==> src/rtl/i2c_timing_pkg.sv <==
package i2c_timing_pkg;
    // ------------------------------------------------------------
    // register offsets
    // ------------------------------------------------------------
    localparam logic [7:0] ADDR_LINK_WDOG  = 8'h07;
    localparam logic [7:0] ADDR_CTL1       = 8'h08;
    localparam logic [7:0] ADDR_CTL2       = 8'h09;
    localparam logic [7:0] ADDR_SCL_HIGH   = 8'h0a;
    localparam logic [7:0] ADDR_SCL_LOW    = 8'h0b;
    // ------------------------------------------------------------
    // reset values
    // ------------------------------------------------------------
    localparam logic [7:0] RST_LINK_WDOG   = 8'hfe;
    localparam logic [7:0] RST_CTL1        = 8'h1c;
    localparam logic [7:0] RST_CTL2        = 8'h10;
    localparam logic [7:0] RST_SCL_PERIOD  = 8'h7a;
    // ------------------------------------------------------------
    // field positions
    // ------------------------------------------------------------
    localparam int TMO_LSB   = 1;
    localparam int TMO_OFF   = 0;
    localparam int LOCK_BIT  = 7;
    localparam int HOLD_LSB  = 4;
    localparam int FILT_LSB  = 0;
    localparam int SETUP_LSB = 4;
    localparam int DLY_LSB   = 2;
    localparam int FAST_BIT  = 1;
    localparam int BWD_OFF   = 0;
    // ------------------------------------------------------------
    // timing
    // ------------------------------------------------------------
    localparam int CLK_PERIOD_PS  = 4000;
    localparam int OSC_PERIOD_NS  = 40;
    localparam int OSC_DIV        = OSC_PERIOD_NS * 1000 / CLK_PERIOD_PS;
    localparam int FILT_STEP_PS   = 5000;
    localparam int LINK_STEP_MS   = 2;
    localparam int LINK_STEP_CYC  = LINK_STEP_MS * 1000000 / 4;
    localparam int BUS_SLOW_US    = 1000000;
    localparam int BUS_FAST_US    = 50;
    localparam int BUS_SLOW_CYC   = BUS_SLOW_US * 1000 / 4;
    localparam int BUS_FAST_CYC   = BUS_FAST_US * 1000000 / CLK_PERIOD_PS;
    localparam int DLY_BASE_NS    = 240;
    localparam int DLY_STEP_NS    = 40;
    localparam int SETUP_BASE_NS  = 80;
    localparam int SETUP_STEP_NS  = 640;
    localparam int SCL_EXTRA      = 4;
    localparam logic [3:0] RECOVER_PULSES = 4'h9;

    typedef enum logic [1:0] {
        M_IDLE = 2'b00,
        M_LOW  = 2'b01,
        M_HIGH = 2'b10
    } mst_state_t;

    typedef enum logic [1:0] {
        S_IDLE  = 2'b00,
        S_DELAY = 2'b01,
        S_SETUP = 2'b10
    } slv_state_t;

    // glitch width in clock cycles, rounded up
    function automatic logic [4:0] filt_cycles(input logic [3:0] depth);
        int ps;
        ps = int'(depth) * FILT_STEP_PS + CLK_PERIOD_PS - 1;
        return 5'(ps / CLK_PERIOD_PS);
    endfunction

    function automatic logic [8:0] ns_ticks(input int ns);
        return 9'(ns / OSC_PERIOD_NS);
    endfunction
endpackage

==> src/rtl/i2c_link_timing.sv <==
module i2c_link_timing
    import i2c_timing_pkg::*;
#(
    parameter int LINK_STEP = LINK_STEP_CYC,
    parameter int BUS_SLOW  = BUS_SLOW_CYC,
    parameter int BUS_FAST  = BUS_FAST_CYC
) (
    input  wire logic       CLK,
    input  wire logic       SRST,
    input  wire logic       CE,
    input  wire logic       REG_WR,
    input  wire logic       REG_RD,
    input  wire logic       REG_REMOTE,
    input  wire logic [7:0] REG_ADDR,
    input  wire logic [7:0] REG_WDATA,
    output logic      [7:0] REG_RDATA,
    output logic            REG_WR_REJECT,
    input  wire logic       LINK_TXN_ACTIVE,
    output logic            LINK_TXN_ABORT,
    input  wire logic       PROXY_MASTER_EN,
    input  wire logic       MASTER_REQ,
    input  wire logic       MASTER_REMOTE,
    input  wire logic       SLV_ACTIVE,
    input  wire logic       SLV_SDA,
    input  wire logic       SLV_ACK,
    input  wire logic       SCL_I,
    input  wire logic       SDA_I,
    output logic            SCL_O,
    output logic            SCL_OE,
    output logic            SDA_O,
    output logic            SDA_OE,
    output logic            SCL_IN,
    output logic            SDA_IN,
    output logic            BUS_FREE
);
    // ------------------------------------------------------------
    // registers
    // ------------------------------------------------------------
    logic [7:0] wdog_q, wdog_d, ctl1_q, ctl1_d, ctl2_q, ctl2_d;
    logic [7:0] sclh_q, sclh_d, scll_q, scll_d, rdata_q, rdata_d;
    logic       reject_q, reject_d;

    always_comb begin
        wdog_d   = wdog_q;
        ctl1_d   = ctl1_q;
        ctl2_d   = ctl2_q;
        sclh_d   = sclh_q;
        scll_d   = scll_q;
        reject_d = 1'b0;
        rdata_d  = rdata_q;
        if (REG_WR && REG_REMOTE && ctl1_q[LOCK_BIT]) begin
            reject_d = 1'b1;
        end else if (REG_WR) begin
            unique case (REG_ADDR)
                ADDR_LINK_WDOG: wdog_d = REG_WDATA;
                ADDR_CTL1:      ctl1_d = REG_WDATA;
                ADDR_CTL2:      ctl2_d = REG_WDATA;
                ADDR_SCL_HIGH:  sclh_d = REG_WDATA;
                ADDR_SCL_LOW:   scll_d = REG_WDATA;
                default:        reject_d = 1'b0;
            endcase
        end
        if (REG_RD) begin
            unique case (REG_ADDR)
                ADDR_LINK_WDOG: rdata_d = wdog_q;
                ADDR_CTL1:      rdata_d = ctl1_q;
                ADDR_CTL2:      rdata_d = ctl2_q;
                ADDR_SCL_HIGH:  rdata_d = sclh_q;
                ADDR_SCL_LOW:   rdata_d = scll_q;
                default:        rdata_d = 8'h00;
            endcase
        end
    end

    assign REG_RDATA     = rdata_q;
    assign REG_WR_REJECT = reject_q;

    // ------------------------------------------------------------
    // oscillator tick and link watchdog
    // ------------------------------------------------------------
    logic [3:0]  osc_q, osc_d;
    logic        tick;
    logic [31:0] step_q, step_d;
    logic [6:0]  unit_q, unit_d;
    logic        abort_q, abort_d;
    logic [6:0]  tmo;

    assign tick = (osc_q == 4'(OSC_DIV - 1));
    assign tmo  = wdog_q[7:TMO_LSB];

    always_comb begin
        osc_d   = tick ? 4'h0 : osc_q + 4'h1;
        step_d  = step_q;
        unit_d  = unit_q;
        abort_d = 1'b0;
        if (!LINK_TXN_ACTIVE || wdog_q[TMO_OFF]) begin
            step_d = 32'h0;
            unit_d = 7'h00;
        end else if (step_q == 32'(LINK_STEP - 1)) begin
            step_d = 32'h0;
            unit_d = unit_q + 7'h01;
            if (unit_q + 7'h01 == tmo) begin
                abort_d = 1'b1;
                unit_d  = 7'h00;
            end
        end else begin
            step_d = step_q + 32'h1;
        end
    end

    assign LINK_TXN_ABORT = abort_q;

    // ------------------------------------------------------------
    // input filtering and SDA hold
    // ------------------------------------------------------------
    logic       scl_f, sda_f, scl_p_q, sda_p_q, sda_in_q, sda_in_d;
    logic [2:0] hold_q, hold_d;
    logic       scl_fall, activity;

    pin_glitch_filter u_scl_filt (
        .clk   (CLK),
        .srst  (SRST),
        .ce    (CE),
        .din   (SCL_I),
        .depth (ctl1_q[FILT_LSB +: 4]),
        .dout  (scl_f)
    );
    pin_glitch_filter u_sda_filt (
        .clk   (CLK),
        .srst  (SRST),
        .ce    (CE),
        .din   (SDA_I),
        .depth (ctl1_q[FILT_LSB +: 4]),
        .dout  (sda_f)
    );

    assign scl_fall = scl_p_q && !scl_f;
    assign activity = (scl_p_q != scl_f) || (sda_p_q != sda_f);

    always_comb begin
        hold_d   = hold_q;
        sda_in_d = sda_in_q;
        if (scl_fall) begin
            hold_d = ctl1_q[HOLD_LSB +: 3];
        end else if (hold_q != 3'h0) begin
            hold_d = tick ? hold_q - 3'h1 : hold_q;
        end else begin
            sda_in_d = sda_f;
        end
    end

    assign SCL_IN = scl_p_q;
    assign SDA_IN = sda_in_q;

    // ------------------------------------------------------------
    // bus watchdog
    // ------------------------------------------------------------
    logic [31:0] idle_q, idle_d, idle_lim;
    logic        free_q, free_d;
    logic [3:0]  rec_q, rec_d;
    logic        expire;

    assign idle_lim = ctl2_q[FAST_BIT] ? 32'(BUS_FAST) : 32'(BUS_SLOW);
    assign expire   = (idle_q >= idle_lim - 32'h1);

    // ------------------------------------------------------------
    // master SCL generator
    // ------------------------------------------------------------
    mst_state_t mst_q, mst_d;
    logic [8:0] mcnt_q, mcnt_d;
    logic       mst_go;

    assign mst_go = MASTER_REQ && (!MASTER_REMOTE || PROXY_MASTER_EN);

    always_comb begin
        idle_d = idle_q + 32'h1;
        free_d = free_q;
        rec_d  = rec_q;
        if (activity || ctl2_q[BWD_OFF]) begin
            idle_d = 32'h0;
            free_d = 1'b0;
        end else if (expire) begin
            idle_d = 32'h0;
            if (sda_f) begin
                free_d = 1'b1;
            end else if (rec_q == 4'h0) begin
                rec_d = RECOVER_PULSES;
            end
        end
        mst_d  = mst_q;
        mcnt_d = (tick && mcnt_q != 9'h0) ? mcnt_q - 9'h1 : mcnt_q;
        unique case (mst_q)
            M_IDLE: begin
                if (mst_go || rec_q != 4'h0) begin
                    mst_d  = M_LOW;
                    mcnt_d = 9'(scll_q) + 9'(SCL_EXTRA);
                end
            end
            M_LOW: begin
                if (tick && mcnt_q == 9'h1) begin
                    mst_d  = M_HIGH;
                    mcnt_d = 9'(sclh_q) + 9'(SCL_EXTRA);
                end
            end
            M_HIGH: begin
                if (tick && mcnt_q == 9'h1) begin
                    if (rec_q != 4'h0) begin
                        rec_d = rec_q - 4'h1;
                    end
                    mst_d = M_IDLE;
                end
            end
            default: mst_d = M_IDLE;
        endcase
    end

    assign BUS_FREE = free_q;

    // ------------------------------------------------------------
    // slave SDA output timing and clock stretch
    // ------------------------------------------------------------
    slv_state_t slv_q, slv_d;
    logic [8:0] scnt_q, scnt_d, dly_t, setup_t, low_t;
    logic       sda_low_q, sda_low_d;

    assign dly_t   = ns_ticks(DLY_BASE_NS + DLY_STEP_NS
                              * int'(ctl2_q[DLY_LSB +: 2]));
    assign setup_t = ns_ticks(SETUP_BASE_NS + SETUP_STEP_NS
                              * int'(ctl2_q[SETUP_LSB +: 4]));
    assign low_t   = 9'(scll_q) + 9'(SCL_EXTRA);

    always_comb begin
        slv_d     = slv_q;
        sda_low_d = SLV_ACTIVE ? sda_low_q : 1'b0;
        scnt_d    = (tick && scnt_q != 9'h0) ? scnt_q - 9'h1 : scnt_q;
        unique case (slv_q)
            S_IDLE: begin
                if (SLV_ACTIVE && scl_fall) begin
                    slv_d  = S_DELAY;
                    scnt_d = dly_t;
                end
            end
            S_DELAY: begin
                if (tick && scnt_q <= 9'h1) begin
                    slv_d     = S_SETUP;
                    sda_low_d = SLV_ACTIVE && !SLV_SDA;
                    scnt_d    = SLV_ACK ? setup_t : low_t;
                end
            end
            S_SETUP: begin
                if (tick && scnt_q <= 9'h1) begin
                    slv_d = S_IDLE;
                end
            end
            default: slv_d = S_IDLE;
        endcase
    end

    assign SCL_O  = 1'b0;
    assign SDA_O  = 1'b0;
    assign SCL_OE = (mst_q == M_LOW) || (slv_q != S_IDLE);
    assign SDA_OE = sda_low_q;

    // ------------------------------------------------------------
    // state registers
    // ------------------------------------------------------------
    always_ff @(posedge CLK) begin
        if (SRST) begin
            wdog_q <= RST_LINK_WDOG;
            ctl1_q <= RST_CTL1;
            ctl2_q <= RST_CTL2;
            sclh_q <= RST_SCL_PERIOD;
            scll_q <= RST_SCL_PERIOD;
            rdata_q <= 8'h00;
            reject_q <= 1'b0;
            osc_q <= 4'h0;
            step_q <= 32'h0;
            unit_q <= 7'h00;
            abort_q <= 1'b0;
            scl_p_q <= 1'b1;
            sda_p_q <= 1'b1;
            sda_in_q <= 1'b1;
            hold_q <= 3'h0;
            idle_q <= 32'h0;
            free_q <= 1'b0;
            rec_q <= 4'h0;
            mst_q <= M_IDLE;
            mcnt_q <= 9'h0;
            slv_q <= S_IDLE;
            scnt_q <= 9'h0;
            sda_low_q <= 1'b0;
        end else if (CE) begin
            wdog_q <= wdog_d;
            ctl1_q <= ctl1_d;
            ctl2_q <= ctl2_d;
            sclh_q <= sclh_d;
            scll_q <= scll_d;
            rdata_q <= rdata_d;
            reject_q <= reject_d;
            osc_q <= osc_d;
            step_q <= step_d;
            unit_q <= unit_d;
            abort_q <= abort_d;
            scl_p_q <= scl_f;
            sda_p_q <= sda_f;
            sda_in_q <= sda_in_d;
            hold_q <= hold_d;
            idle_q <= idle_d;
            free_q <= free_d;
            rec_q <= rec_d;
            mst_q <= mst_d;
            mcnt_q <= mcnt_d;
            slv_q <= slv_d;
            scnt_q <= scnt_d;
            sda_low_q <= sda_low_d;
        end
    end
endmodule

==> src/rtl/pin_glitch_filter.sv <==
module pin_glitch_filter
    import i2c_timing_pkg::*;
(
    input  wire logic       clk,
    input  wire logic       srst,
    input  wire logic       ce,
    input  wire logic       din,
    input  wire logic [3:0] depth,
    output logic            dout
);
    // ------------------------------------------------------------
    // two-stage synchroniser and stability counter
    // ------------------------------------------------------------
    logic       s1_q;
    logic       s2_q;
    logic       out_q;
    logic       out_d;
    logic [4:0] cnt_q;
    logic [4:0] cnt_d;
    logic [4:0] lim;

    assign lim  = filt_cycles(depth);
    assign dout = out_q;

    always_comb begin
        out_d = out_q;
        cnt_d = 5'h00;
        if (s2_q != out_q) begin
            if (cnt_q >= lim) begin
                out_d = s2_q;
            end else begin
                cnt_d = cnt_q + 5'h01;
            end
        end
    end

    always_ff @(posedge clk) begin
        if (srst) begin
            s1_q  <= 1'b1;
            s2_q  <= 1'b1;
            out_q <= 1'b1;
            cnt_q <= 5'h00;
        end else if (ce) begin
            s1_q  <= din;
            s2_q  <= s1_q;
            out_q <= out_d;
            cnt_q <= cnt_d;
        end
    end
endmodule

==> config.mk <==
export PLATFORM = sky130hd
export DESIGN_NAME = i2c_link_timing
export DESIGN_NICKNAME = d
export VERILOG_FILES = /design/src/rtl/i2c_timing_pkg.sv /design/src/rtl/i2c_link_timing.sv /design/src/rtl/pin_glitch_filter.sv
export SDC_FILE = /design/constraint.sdc
export NUM_CORES = 1
export LEC_CHECK = 0
export ABC_AREA = 1
export BUFFER_PORTS_ARGS = -buffer_cell sky130_fd_sc_hd__clkbuf_2
export CAP_MARGIN = 20
export CORE_UTILIZATION = 57
export CTS_CLUSTER_SIZE = 24
export DETAILED_ROUTE_END_ITERATION = 16
export PLACE_DENSITY = 0.75
export SYNTH_ARGS = -nofsm -noshare
export SYNTH_HDL_FRONTEND = slang
export SYNTH_SLANG_ARGS = --single-unit
==> constraint.sdc <==
create_clock -name CLK -period 5.7 [get_ports CLK]
set_input_delay 0.855 -clock CLK [delete_from_list [all_inputs] [get_ports CLK]]
set_output_delay 0.855 -clock CLK [all_outputs]
set_load 0.05 [all_outputs]
==> summary.md, run 1 <==
| Metric | Value |
|---|---|
| Final Power | `2.911 mW` |
| Compound-cell area share of the yosys netlist | `0.1599` |
| Fmax | `0.1566 GHz` |
| Port bufs | `45` |
| Fillers | `1796` |
| Die area | `23400 µm²` |
| Synth top area share | `0.2696` |
| Register share of total power | `0.432` |
| Initial antenna violation count | `1` |
| Worst setup margin | `-0.6862 ns` |
| Syn Inst Count | `1977` |
| Drt wl/cell | `14.49 µm` |
| DP Area | `14110 µm²` |
| RSZ-0062 raised after global routing | `true` |
| Global Route met1 Usage | `0.3815` |
| Most used DFF post-synth | `dfxtp_1` |
| Total Wirelength | `35080 µm` |
| Area of the multi-input gates | `8803 µm²` |
| Async SR Flop Fraction | `0` |
| Vias in the first global route | `12.27k` |
| CTS Sinks | `175` |
| Final #Nets | `2237` |
| Critical path launch point type | `register` |
| Tcrit/Tclk final | `1.120` |
| DRT Pass-1 Iters | `6` |
| Final hold violation count | `0` |
| # DRC | `0` |
| Clk Latency, worst-skew pair | `0.44 ns` |
| CP top delay family | `simple AND/OR/NAND/NOR gates` |
| Simple-Gate Fraction of Synth Area | `0.3346` |
| Grt total ovfl | `0` |
| Boundary Pins | `48` |
| Crit-path max FO | `7` |
| Register area | `3517 µm²` |
| Largest net degree at the start of global routing | `74` |
| CP Capture Type | `register` |
| CTS tree | `yes` |
| Grt met3 use | `0.05160` |
| Total track usage | `0.2866` |
| Count leader, synth | `nand2_1` |
| Setup Viol. Count Final | `12` |
| Adder-Cell Fraction of Synth Area | `0.07684` |
| # diodes | `0` |
| Sw Ratio | `0.3052` |
| CP max stage delay | `0.54 ns` |
| Starting Density | `0.5881` |
| First-pass GRT wire length | `56480 µm` |
| Clk slew on worst S/H paths | `0.07 ns` |
| Largest family of logic cells by synthesized area | `simple AND/OR/NAND/NOR gates` |
| Register area share after synthesis | `0.2696` |
| Std cell rows | `54` |
| Clock share of power | `0.406` |
| Share of layout cells above drive strength 1 | `0.1896` |
| Met2 Use GR | `0.4782` |
| CP max stage cell | `fa_1` |
| WS Path Type | `register to register` |
| Unique masters post-synth | `61` |
| # hold bufs at CTS | `0` |
| Core ar. | `22090 µm²` |
| CP bufs+invs | `5` |
| VDD IR max | `216.7 µV` |
| Sw power | `0.8887 mW` |
| Leakage | `7.111 nW` |
| Vias | `13.65k` |
| Clk buf depth | `2` |
| Max_slew headroom | `0.2907` |
| Pwr/cell area | `186.0 nW/µm²` |
| Crit path arrival time | `6.73 ns` |
| Post-synthesis cell area | `12990 µm²` |
| Synth area leader | `dfxtp_1` |
| DRT iter0 DRCs | `1119` |
| Least-Margin Pin Slew | `1.064 ns` |
| Mux cell area share after synthesis | `0` |
| Min Clock Period, post-route | `6.386 ns` |
| Syn_area_per_cell | `6.572 µm²` |
| Clock Tree Root | `clkbuf_16` |
| Post-synth top cells | `nand2_1 (399), inv_1 (310), nor2_1 (225), dfxtp_1 (175), nand3_1 (118)` |
| DR vias/cell | `5.639` |
| Most used cell, CP | `nand2_4` |
| Status | `finished, violations left` |
| Die width | `153.0 µm` |
| Synth area leaders | `dfxtp_1 (27%), nand2_1 (12%), inv_1 (9.0%)` |
| CTS Buf Count | `17` |
| Worst R2R Setup Slack | `-0.69 ns` |
| Post-Synth XOR/XNOR Area | `0.05450` |
| P_int | `2.023 mW` |
| Antenna-violating nets left | `0` |
| Fin area | `15650 µm²` |
| Flops & latches, synth | `175` |
| Max Cap Viol | `0` |
| Routability Congestion | `0.9464` |
| GR peak layer | `met2` |
| Die H | `153.0 µm` |
| Clock Skew | `0.01762 ns` |
| Area grow syn2layout | `20.47%` |
| Max Slew Vio Count | `0` |
| H-tree levels | `4` |
| Failing checks | `setup timing` |
| Hold Crit Class | `register to register` |
| DP HPWL | `24890 µm` |
| Synth warn | `0` |
| EDFF count, synth | `0` |
| Critical Path RT | `6.05 ns` |
| Comb pwr share | `0.163` |
## timing repair
| action | in CTS | in global routing |
|---|---|---|
| gates cloned | 0 | 0 |
| setup endpoints to repair | 14 | 14 |
| resized for setup | 59 | 101 |
| pin swaps | 40 | 60 |
| setup buffers | 19 | 23 |
## worst reg2reg max path, delay by kind of cell, from the launching register on
kind                     cells  cell delay, ns
flip-flops                   1            0.36
AO/OA/AOI/OAI                4            0.57
adder cells (fa/ha/maj)      4            1.44
buffers and inverters        5            0.24
XOR/XNOR                     1            0.25
AND/OR/NAND/NOR             34            3.43
## power groups by stage
stage / sequential, mW / clock (mW) / combinational (mW)
final: 1.26 / 1.18 / 0.474
after global routing: 1.26 / 1.25 / 0.522
after CTS: 1.26 / 1.19 / 0.422
after detailed placement: 1.29 / 0 / 0.401
after global placement: 1.28 / 0 / 0.394
after floorplan: 1.29 / 0 / 0.285
## metrics by stage
| step | util | setup slack (ns) | std cells | hold slack, ns | setup TNS (ns) |
|---|---|---|---|---|---|
| 4_1_cts | 0.6830 | -0.4917 | 2398 | 0.4429 | -4.884 |
| 3_3_place_gp | 0.6387 | -0.5253 | 2347 | 0.4284 | -5.516 |
| 2_1_floorplan | - | -0.2677 | 1978 | 0.4187 | -2.365 |
| 3_5_place_dp | 0.6387 | -0.7683 | 2347 | 0.4327 | -8.225 |
| 5_1_grt | 0.7085 | -1.118 | 2421 | 0.4503 | -13.24 |
| 6_report | 0.7085 | -0.6862 | 2421 | 0.4414 | -7.435 |
## sequential cells by signal, summed over array words and instances (netlist names), 2 cells and up
| name | count |
|---|---|
| idle_q | 32 |
| u_scl_filt.cnt_q | 5 |
| rec_q | 4 |
| mst_q | 2 |
| osc_q | 4 |
| u_sda_filt.cnt_q | 5 |
| mcnt_q | 9 |
| scll_q | 8 |
| step_q | 32 |
| slv_q | 2 |
| ctl1_q | 8 |
| REG_RDATA | 8 |
| wdog_q | 8 |
| hold_q | 3 |
| scnt_q | 9 |
| sclh_q | 8 |
| ctl2_q | 8 |
| unit_q | 7 |
## cell families (layout without fill, tap and decap cells)
| group | Yosys count | count (layout) |
|---|---|---|
| buffers and inverters | 356 | 519 |
| AO/OA/AOI/OAI | 339 | 339 |
| flip-flops | 175 | 175 |
| other | 1 | 2 |
| XOR/XNOR | 80 | 80 |
| adder cells (fa/ha/maj) | 78 | 78 |
| AND/OR/NAND/NOR | 948 | 948 |
## worst paths after layout
| kind | endpoint | cells after the start | from |
|---|---|---|---|
| hold reg to reg | idle_q[31] | 2 | idle_q[31] |
| hold / removal | idle_q[31] | 2 | idle_q[31] |
| setup / recovery | u_scl_filt.cnt_q[2] | 48 | ctl1_q[1] |
| setup reg to reg | u_scl_filt.cnt_q[2] | 48 | ctl1_q[1] |
## placed cells by master, fill, tap and decap left out, types with 21 or more instances in the layout
cell type	count
dfxtp_1	170
nor3_1	51
nand4_1	51
clkbuf_2	45
nand3_2	21
nand2_2	37
o211ai_1	30
xor2_1	57
nor2_1	210
nand2_1	363
inv_1	292
nand3_1	101
buf_4	118
o21ai_0	98
nand2_4	21
ha_1	65
a21oi_1	94
## cell type report
class,instances,area share
clock inverter,14,0.009991
timing repair buffer,170,0.07601
tap,280,0.02238
inverter,317,0.07649
multi-input combinational,1447,0.5624
clock buffer,18,0.02806
sequential,175,0.2247
## layer usage
metal,share of wire,vias to the layer above
met3,0.064,59
li1,-,6854
met1,0.45,6268
met2,0.47,468
met4,0.015,2
met5,0.00037,-
Note: power is estimated with default switching activity, not from simulation.
==> run 2, diff against run 1 <==
--- a/config.mk
+++ b/config.mk
@@ -8,10 +8,10 @@
 export ABC_AREA = 1
 export BUFFER_PORTS_ARGS = -buffer_cell sky130_fd_sc_hd__clkbuf_2
 export CAP_MARGIN = 20
-export CORE_UTILIZATION = 57
+export CORE_UTILIZATION = 64
 export CTS_CLUSTER_SIZE = 24
 export DETAILED_ROUTE_END_ITERATION = 16
-export PLACE_DENSITY = 0.75
+export PLACE_DENSITY = 0.8
 export SYNTH_ARGS = -nofsm -noshare
 export SYNTH_HDL_FRONTEND = slang
 export SYNTH_SLANG_ARGS = --single-unit
==> constraint.sdc (replaced) <==
create_clock -name CLK -period 6.7 [get_ports CLK]
set_input_delay 1.005 -clock CLK [delete_from_list [all_inputs] [get_ports CLK]]
set_output_delay 1.005 -clock CLK [all_outputs]
set_load 0.05 [all_outputs]
==> run 2 against run 1 <==
  * The run now ends clean
  * First-iteration DRC count decreased by 13%
  * Sequential cell count did not move
  * Global-route usage is 3.7 points higher
  * Largest cell class unchanged
  * Highest routed layer is now met4
==> summary.md, run 2 (synthesis gave the netlist of run 1 again) <==
| Metric | Value |
|---|---|
| Drt wl/cell | `15.04 µm (+3.8%)` |
| Antenna-violating nets left | `0 (unchanged)` |
| Crit path arrival time | `7.00 ns (+0.27 ns)` |
| Most frequent cells in the layout | `nand2_1 (374), inv_1 (293), nor2_1 (210)` |
| Clk buf depth | `2 (unchanged)` |
| Core ar. | `19650 µm² (-11%)` |
| Most used cell, CP | `nand2_1` |
| Boundary Pins | `48 (unchanged)` |
| Die area | `20880 µm² (-11%)` |
| Crit-path max FO | `7 (unchanged)` |
| Final core utilization | `0.7487 (+0.04021)` |
| Worst Reg-to-Reg Cells | `47 (-2.1%)` |
| P_int | `1.706 mW (-16%)` |
| Leakage | `6.637 nW (-6.7%)` |
| Max Slew Vio Count | `0 (unchanged)` |
| R2R Path End | `u_scl_filt.cnt_q[4]` |
| Port bufs | `45 (unchanged)` |
| Routability Congestion | `0.9116 (-3.7%)` |
| CP max stage delay | `0.55 ns (about the same)` |
| Status | `finished, final reports clean` |
| Hold Path Cell Cnt | `2 (unchanged)` |
| Commonest non-fill, non-tap cell in the layout | `nand2_1` |
| Clock Skew | `0.009508 ns (-0.008114 ns)` |
| Least-Margin Pin Slew | `1.037 ns (-0.02704 ns)` |
| Hold EP | `idle_q[29]` |
| # diodes | `0 (unchanged)` |
| Fmax | `0.1502 GHz (-4.1%)` |
| Final hold violation count | `0 (unchanged)` |
| Total Wirelength | `34850 µm (-0.64%)` |
| Hold slack | `0.4432 ns (+0.001799 ns)` |
| Hold path startpoint | `idle_q[29]` |
| Die H | `144.5 µm (-5.6%)` |
| Grt total ovfl | `0 (unchanged)` |
| Vias | `13.39k (-1.9%)` |
| Hold Crit Class | `register to register` |
| Fin area | `14720 µm² (-6.0%)` |
| Tcrit/Tclk final | `0.9936 (-0.1268)` |
| WS Path Type | `register to register` |
| DR vias/cell | `5.779 (+2.5%)` |
| Critical path launch point type | `register` |
| Clock Tree Root | `clkbuf_16` |
| CP top delay family | `simple AND/OR/NAND/NOR gates` |
| Final #Nets | `2148 (-4.0%)` |
| Setup Viol. Count Final | `0 (-12)` |
| CTS tree | `yes` |
| Final Power | `2.431 mW (-17%)` |
| CP Capture Type | `register` |
| Std cell rows | `51 (-5.6%)` |
| Register share of total power | `0.440 (+0.008)` |
| Comb pwr share | `0.145 (-0.018)` |
| DP HPWL | `24230 µm (-2.6%)` |
| Min Clock Period, post-route | `6.657 ns (+0.2711 ns)` |
| DRT Pass-1 Iters | `5 (-1)` |
| CP max stage cell | `fa_1` |
| Max_slew headroom | `0.3079 (+0.01726)` |
| CTS Buf Count | `17 (unchanged)` |
| Clk Latency, worst-skew pair | `0.44 ns (about the same)` |
| Max Cap Viol | `0 (unchanged)` |
| Top flop regs | `idle_q x32, step_q x32` |
| Vias in the first global route | `11.84k (-3.4%)` |
| Starting Density | `0.6611 (+0.07301)` |
| Beginning of the critical path | `ctl1_q[2]` |
| First-pass GRT wire length | `54800 µm (-3.0%)` |
| Critical Path RT | `7.04 ns (+0.99 ns)` |
| # DRC | `0 (unchanged)` |
| Initial antenna violation count | `0 (-1)` |
| Pwr/cell area | `165.2 nW/µm² (-11%)` |
| Worst R2R Setup Slack | `0.04 ns (+0.73 ns)` |
| Largest net degree at the start of global routing | `70 (-5.4%)` |
| DRT iter0 DRCs | `977 (-13%)` |
| VDD IR max | `190.8 µV (-12%)` |
| Share of layout cells above drive strength 1 | `0.1350 (-0.05464)` |
| DP Area | `13470 µm² (-4.6%)` |
| Sw power | `0.7248 mW (-18%)` |
| RSZ-0062 raised after global routing | `true` |
| Area grow syn2layout | `13.25%` |
| Clk slew on worst S/H paths | `0.07 ns (about the same)` |
| Sw Ratio | `0.2982 (-0.007088)` |
| CTS Sinks | `175 (unchanged)` |
| Die width | `144.5 µm (-5.6%)` |
| CP bufs+invs | `5 (unchanged)` |
| H-tree levels | `4 (unchanged)` |
| Total track usage | `0.3238 (+0.03715)` |
| Clock share of power | `0.414 (+0.008)` |
| FF-to-FF Start | `ctl1_q[2]` |
==> run 2: changes by cell type in the layout (fill, tap and decap cells not counted), moves of 5 or more <==
cell and delta:
buf_4 -83, buf_6 -6, ha_1 +5, nand2_1 +11, nand2_2 -8, nand3_1 +10
nand3_2 -7
==> run 2: power groups by stage <==
stage	Combinational (mW)	Sequential, mW	Clock [mW]
3_3_place_gp	0.307	1.09	0
4_1_cts	0.319	1.07	1.01
2_1_floorplan	0.241	1.10	0
5_1_grt	0.393	1.07	1.06
3_5_place_dp	0.315	1.09	0
6_report	0.353	1.07	1.01
==> run 2: cell type report <==
| cell class | instances | area [µm²] |
|---|---|---|
| multi-input combinational | 1447 | 8588 |
| fill | 1623 | 4938 |
| sequential | 175 | 3510 |
| inverter | 317 | 1192 |
| timing repair buffer | 81 | 499.2 |
| clock buffer | 18 | 429.2 |
| tap | 265 | 331.6 |
| clock inverter | 14 | 165.2 |
==> run 2: worst max path at each step <==
stage | to | slack (ns) | cells past startpoint
floorplan | u_scl_filt.cnt_q[2] | 0.52 | 48
global placement | u_scl_filt.cnt_q[2] | 0.25 | 42
detailed placement | u_scl_filt.cnt_q[4] | -0.08 | 50
CTS | u_scl_filt.cnt_q[4] | 0.009 | 44
global route | u_scl_filt.cnt_q[4] | -0.34 | 47
finish | u_scl_filt.cnt_q[4] | 0.04 | 47
==> run 2: per-layer routing <==
metal | wire length [µm] | part of all wire | GRT usage
met1 | 15660 | 0.45 | 0.4320
met3 | 2192 | 0.063 | 0.04868
met4 | 839 | 0.024 | 0.09972
met5 | 0 | 0 | 0
met2 | 16160 | 0.46 | 0.5357
==> run 2: worst register-to-register path: cells and delay by family, from the launching register on <==
family                     cells  cell delay [ns]
and+or+nand+nor               33             3.55
adders and majority gates      4             1.44
xor gates and xnor gates       2             0.56
AOI/OAI and AO/OA              3             0.46
DFF                            1             0.34
buffers and inverters          5             0.26
==> run 2: through the flow <==
| step | cells | worst slack, ns | setup TNS [ns] |
|---|---|---|---|
| 6_report | 2317 | 0.04271 | 0 |
| 5_1_grt | 2317 | -0.3426 | -2.774 |
| 4_1_cts | 2292 | 0.008547 | 0 |
| 3_5_place_dp | 2259 | -0.07599 | -0.1699 |
| 3_3_place_gp | 2259 | 0.2460 | 0 |
| 2_1_floorplan | 1978 | 0.5161 | 0 |
==> run 2: repair_timing <==
action,in CTS,in global routing
setup buffers,1,25
setup endpoints to repair,6,14
hold buffers,0,0
hold endpoints to repair,0,0
pin swaps,6,56
gates resized for setup,10,116
==> run 3, diff against run 2 <==
==> constraint.sdc (replaced) <==
create_clock -name CLK -period 7.1 [get_ports CLK]
set_input_delay 1.065 -clock CLK [delete_from_list [all_inputs] [get_ports CLK]]
set_output_delay 1.065 -clock CLK [all_outputs]
set_load 0.05 [all_outputs]
==> run 3 against run 2 <==
  * Sequential cell count unchanged
  * Final cell count decreased by 0.86%
  * Via count decreased by 0.93%
  * Non-clock buffer count decreased by 20
  * Die area unchanged
  * Register-to-register slack improved by 0.37 ns
  * Setup slack improved by 0.37 ns
  * Global-route usage decreased by 0.22 points
  * Highest routed layer unchanged
==> summary.md, run 3 (synthesis gave the netlist of run 1 again) <==
| Metric | Value |
|---|---|
| Met2 Use GR | `0.5337 (-0.002024)` |
| Total Wirelength | `33250 µm (-4.6%)` |
| Share of layout cells above drive strength 1 | `0.1083 (-0.02672)` |
| Setup Viol. Count Final | `0 (unchanged)` |
| Global Route met1 Usage | `0.4231 (-0.008824)` |
| H-tree levels | `4 (unchanged)` |
| DP HPWL | `24030 µm (-0.85%)` |
| # DRC | `0 (unchanged)` |
| Max_slew headroom | `0.3239 (+0.01596)` |
| Fmax | `0.1496 GHz (-0.43%)` |
| Die width | `144.5 µm (unchanged)` |
| DRT iter0 DRCs | `1100 (+13%)` |
| Least-Margin Pin Slew | `1.013 ns (-0.02391 ns)` |
| Clock Tree Root | `clkbuf_16` |
| Initial antenna violation count | `0 (unchanged)` |
| WS Path Type | `register to register` |
| Final hold violation count | `0 (unchanged)` |
| Core ar. | `19650 µm² (unchanged)` |
| Final #Nets | `2128 (-0.93%)` |
| # hold bufs at CTS | `0 (unchanged)` |
| Grt met3 use | `0.05331 (+0.004636)` |
| CP max stage cell | `fa_1` |
| CTS tree | `yes` |
| First-pass GRT wire length | `54500 µm (-0.55%)` |
| Total track usage | `0.3216 (-0.002207)` |
| Die H | `144.5 µm (unchanged)` |
| Tcrit/Tclk final | `0.9417 (-0.05194)` |
| Grt total ovfl | `0 (unchanged)` |
| Critical path launch point type | `register` |
| Drt wl/cell | `14.47 µm (-3.8%)` |
| Fin area | `14430 µm² (-1.9%)` |
| Clock Skew | `0.01264 ns (+0.003129 ns)` |
| Max Cap Viol | `0 (unchanged)` |
| Clk buf depth | `2 (unchanged)` |
| GR peak layer | `met2` |
| Setup TNS | `0 ns (unchanged)` |
| Max Slew Vio Count | `0 (unchanged)` |
| Status | `finished, final reports clean` |
| CP Capture Type | `register` |
| Largest net degree at the start of global routing | `73 (+4.3%)` |
| Hold Crit Class | `register to register` |
| Final Power | `2.337 mW (-3.9%)` |
| Most frequent cells in the layout | `nand2_1 (381), inv_1 (303), nor2_1 (218)` |
| Boundary Pins | `48 (unchanged)` |
| Port bufs | `45 (unchanged)` |
| Area grow syn2layout | `11.06%` |
| Clk slew on worst S/H paths | `0.07 ns (about the same)` |
| Fillers | `1648 (+1.5%)` |
| Routability Congestion | `0.9271 (+1.7%)` |
| # diodes | `0 (unchanged)` |
| Pwr/cell area | `161.9 nW/µm² (-2.0%)` |
| CTS Sinks | `175 (unchanged)` |
| DR vias/cell | `5.775 (about the same)` |
| Min Clock Period, post-route | `6.686 ns (+0.02869 ns)` |
| Vias | `13.27k (-0.93%)` |
| Commonest non-fill, non-tap cell in the layout | `nand2_1` |
| Crit-path max FO | `7 (unchanged)` |
| Hold slack | `0.4474 ns (+0.004166 ns)` |
| Crit path arrival time | `7.02 ns (+0.02 ns)` |
| DRT Pass-1 Iters | `9 (+4)` |
| Starting Density | `0.6611 (unchanged)` |
| Most used cell, CP | `nand2_1` |
| Leakage | `6.547 nW (-1.4%)` |
| CP max stage delay | `0.56 ns (about the same)` |
| CTS Buf Count | `17 (unchanged)` |
| Top flop regs | `idle_q x32, step_q x32` |
| Clk Latency, worst-skew pair | `0.44 ns (about the same)` |
| Antenna-violating nets left | `0 (unchanged)` |
| DP Area | `13440 µm² (-0.22%)` |
| Std cell rows | `51 (unchanged)` |
| Die area | `20880 µm² (unchanged)` |
| Worst setup margin | `0.4140 ns (+0.3713 ns)` |
| Setup slack at placement | `0.08166 ns (+0.1577 ns)` |
| Vias in the first global route | `11.92k (+0.66%)` |
| Critical Path RT | `7.44 ns (+0.40 ns)` |
| VDD IR max | `161.0 µV (-16%)` |
[run 3: worst paths after layout]
| path | start | endpoint | slack [ns] | depth (start not counted) |
|---|---|---|---|---|
| setup / recovery | ctl1_q[1] | u_scl_filt.cnt_q[2] | 0.41 | 50 |
| setup reg to reg | ctl1_q[1] | u_scl_filt.cnt_q[2] | 0.41 | 50 |
| hold reg to reg | idle_q[29] | idle_q[29] | 0.45 | 2 |
| hold / removal | idle_q[29] | idle_q[29] | 0.45 | 2 |
[run 3: where the power goes]
| group | switching [mW] | internal [mW] |
|---|---|---|
| registers | 0.0142 | 0.996 |
| clock network | 0.457 | 0.550 |
| logic | 0.216 | 0.103 |
| total | 0.688 | 1.65 |
[run 3: area by class of cell]
class | instances | area [µm²] | share of cell area
inverter | 317 | 1194 | 0.08271
sequential | 175 | 3512 | 0.2434
multi-input combinational | 1447 | 8416 | 0.5831
timing repair buffer | 61 | 345.3 | 0.02393
tap | 265 | 331.6 | 0.02298
clock inverter | 14 | 193.9 | 0.01344
clock buffer | 18 | 439.2 | 0.03043
[run 3: timing repair]
action / CTS / global route
setup buffers: 0 / 10
resized for setup: 0 / 77
endpoints found under the setup margin: 0 / 12
[run 3: metal layers]
metal  routed length [µm]  share of wire  up-vias
li1                     -              -     6643
met1                15270           0.46     6103
met2                15090           0.45      443
met3                 2060          0.062       76
met4                  823          0.025        0
met5                    0              0        -
[run 3: critical path, delay by kind of cell (launching register included)]
kind	cells	cell delay [ns]
and+or+nand+nor	35	3.34
adders and majority gates	4	1.50
AOI/OAI and AO/OA	4	0.62
buffers and inverters	6	0.44
DFF	1	0.37
xor gates and xnor gates	1	0.25
[run 3: through the flow]
| step | util | instances |
|---|---|---|
| after floorplan | - | 1978 |
| after global placement | 0.6836 | 2255 |
| after detailed placement | 0.6836 | 2255 |
| after CTS | 0.7158 | 2287 |
| after global routing | 0.7343 | 2297 |
| final | 0.7343 | 2297 |
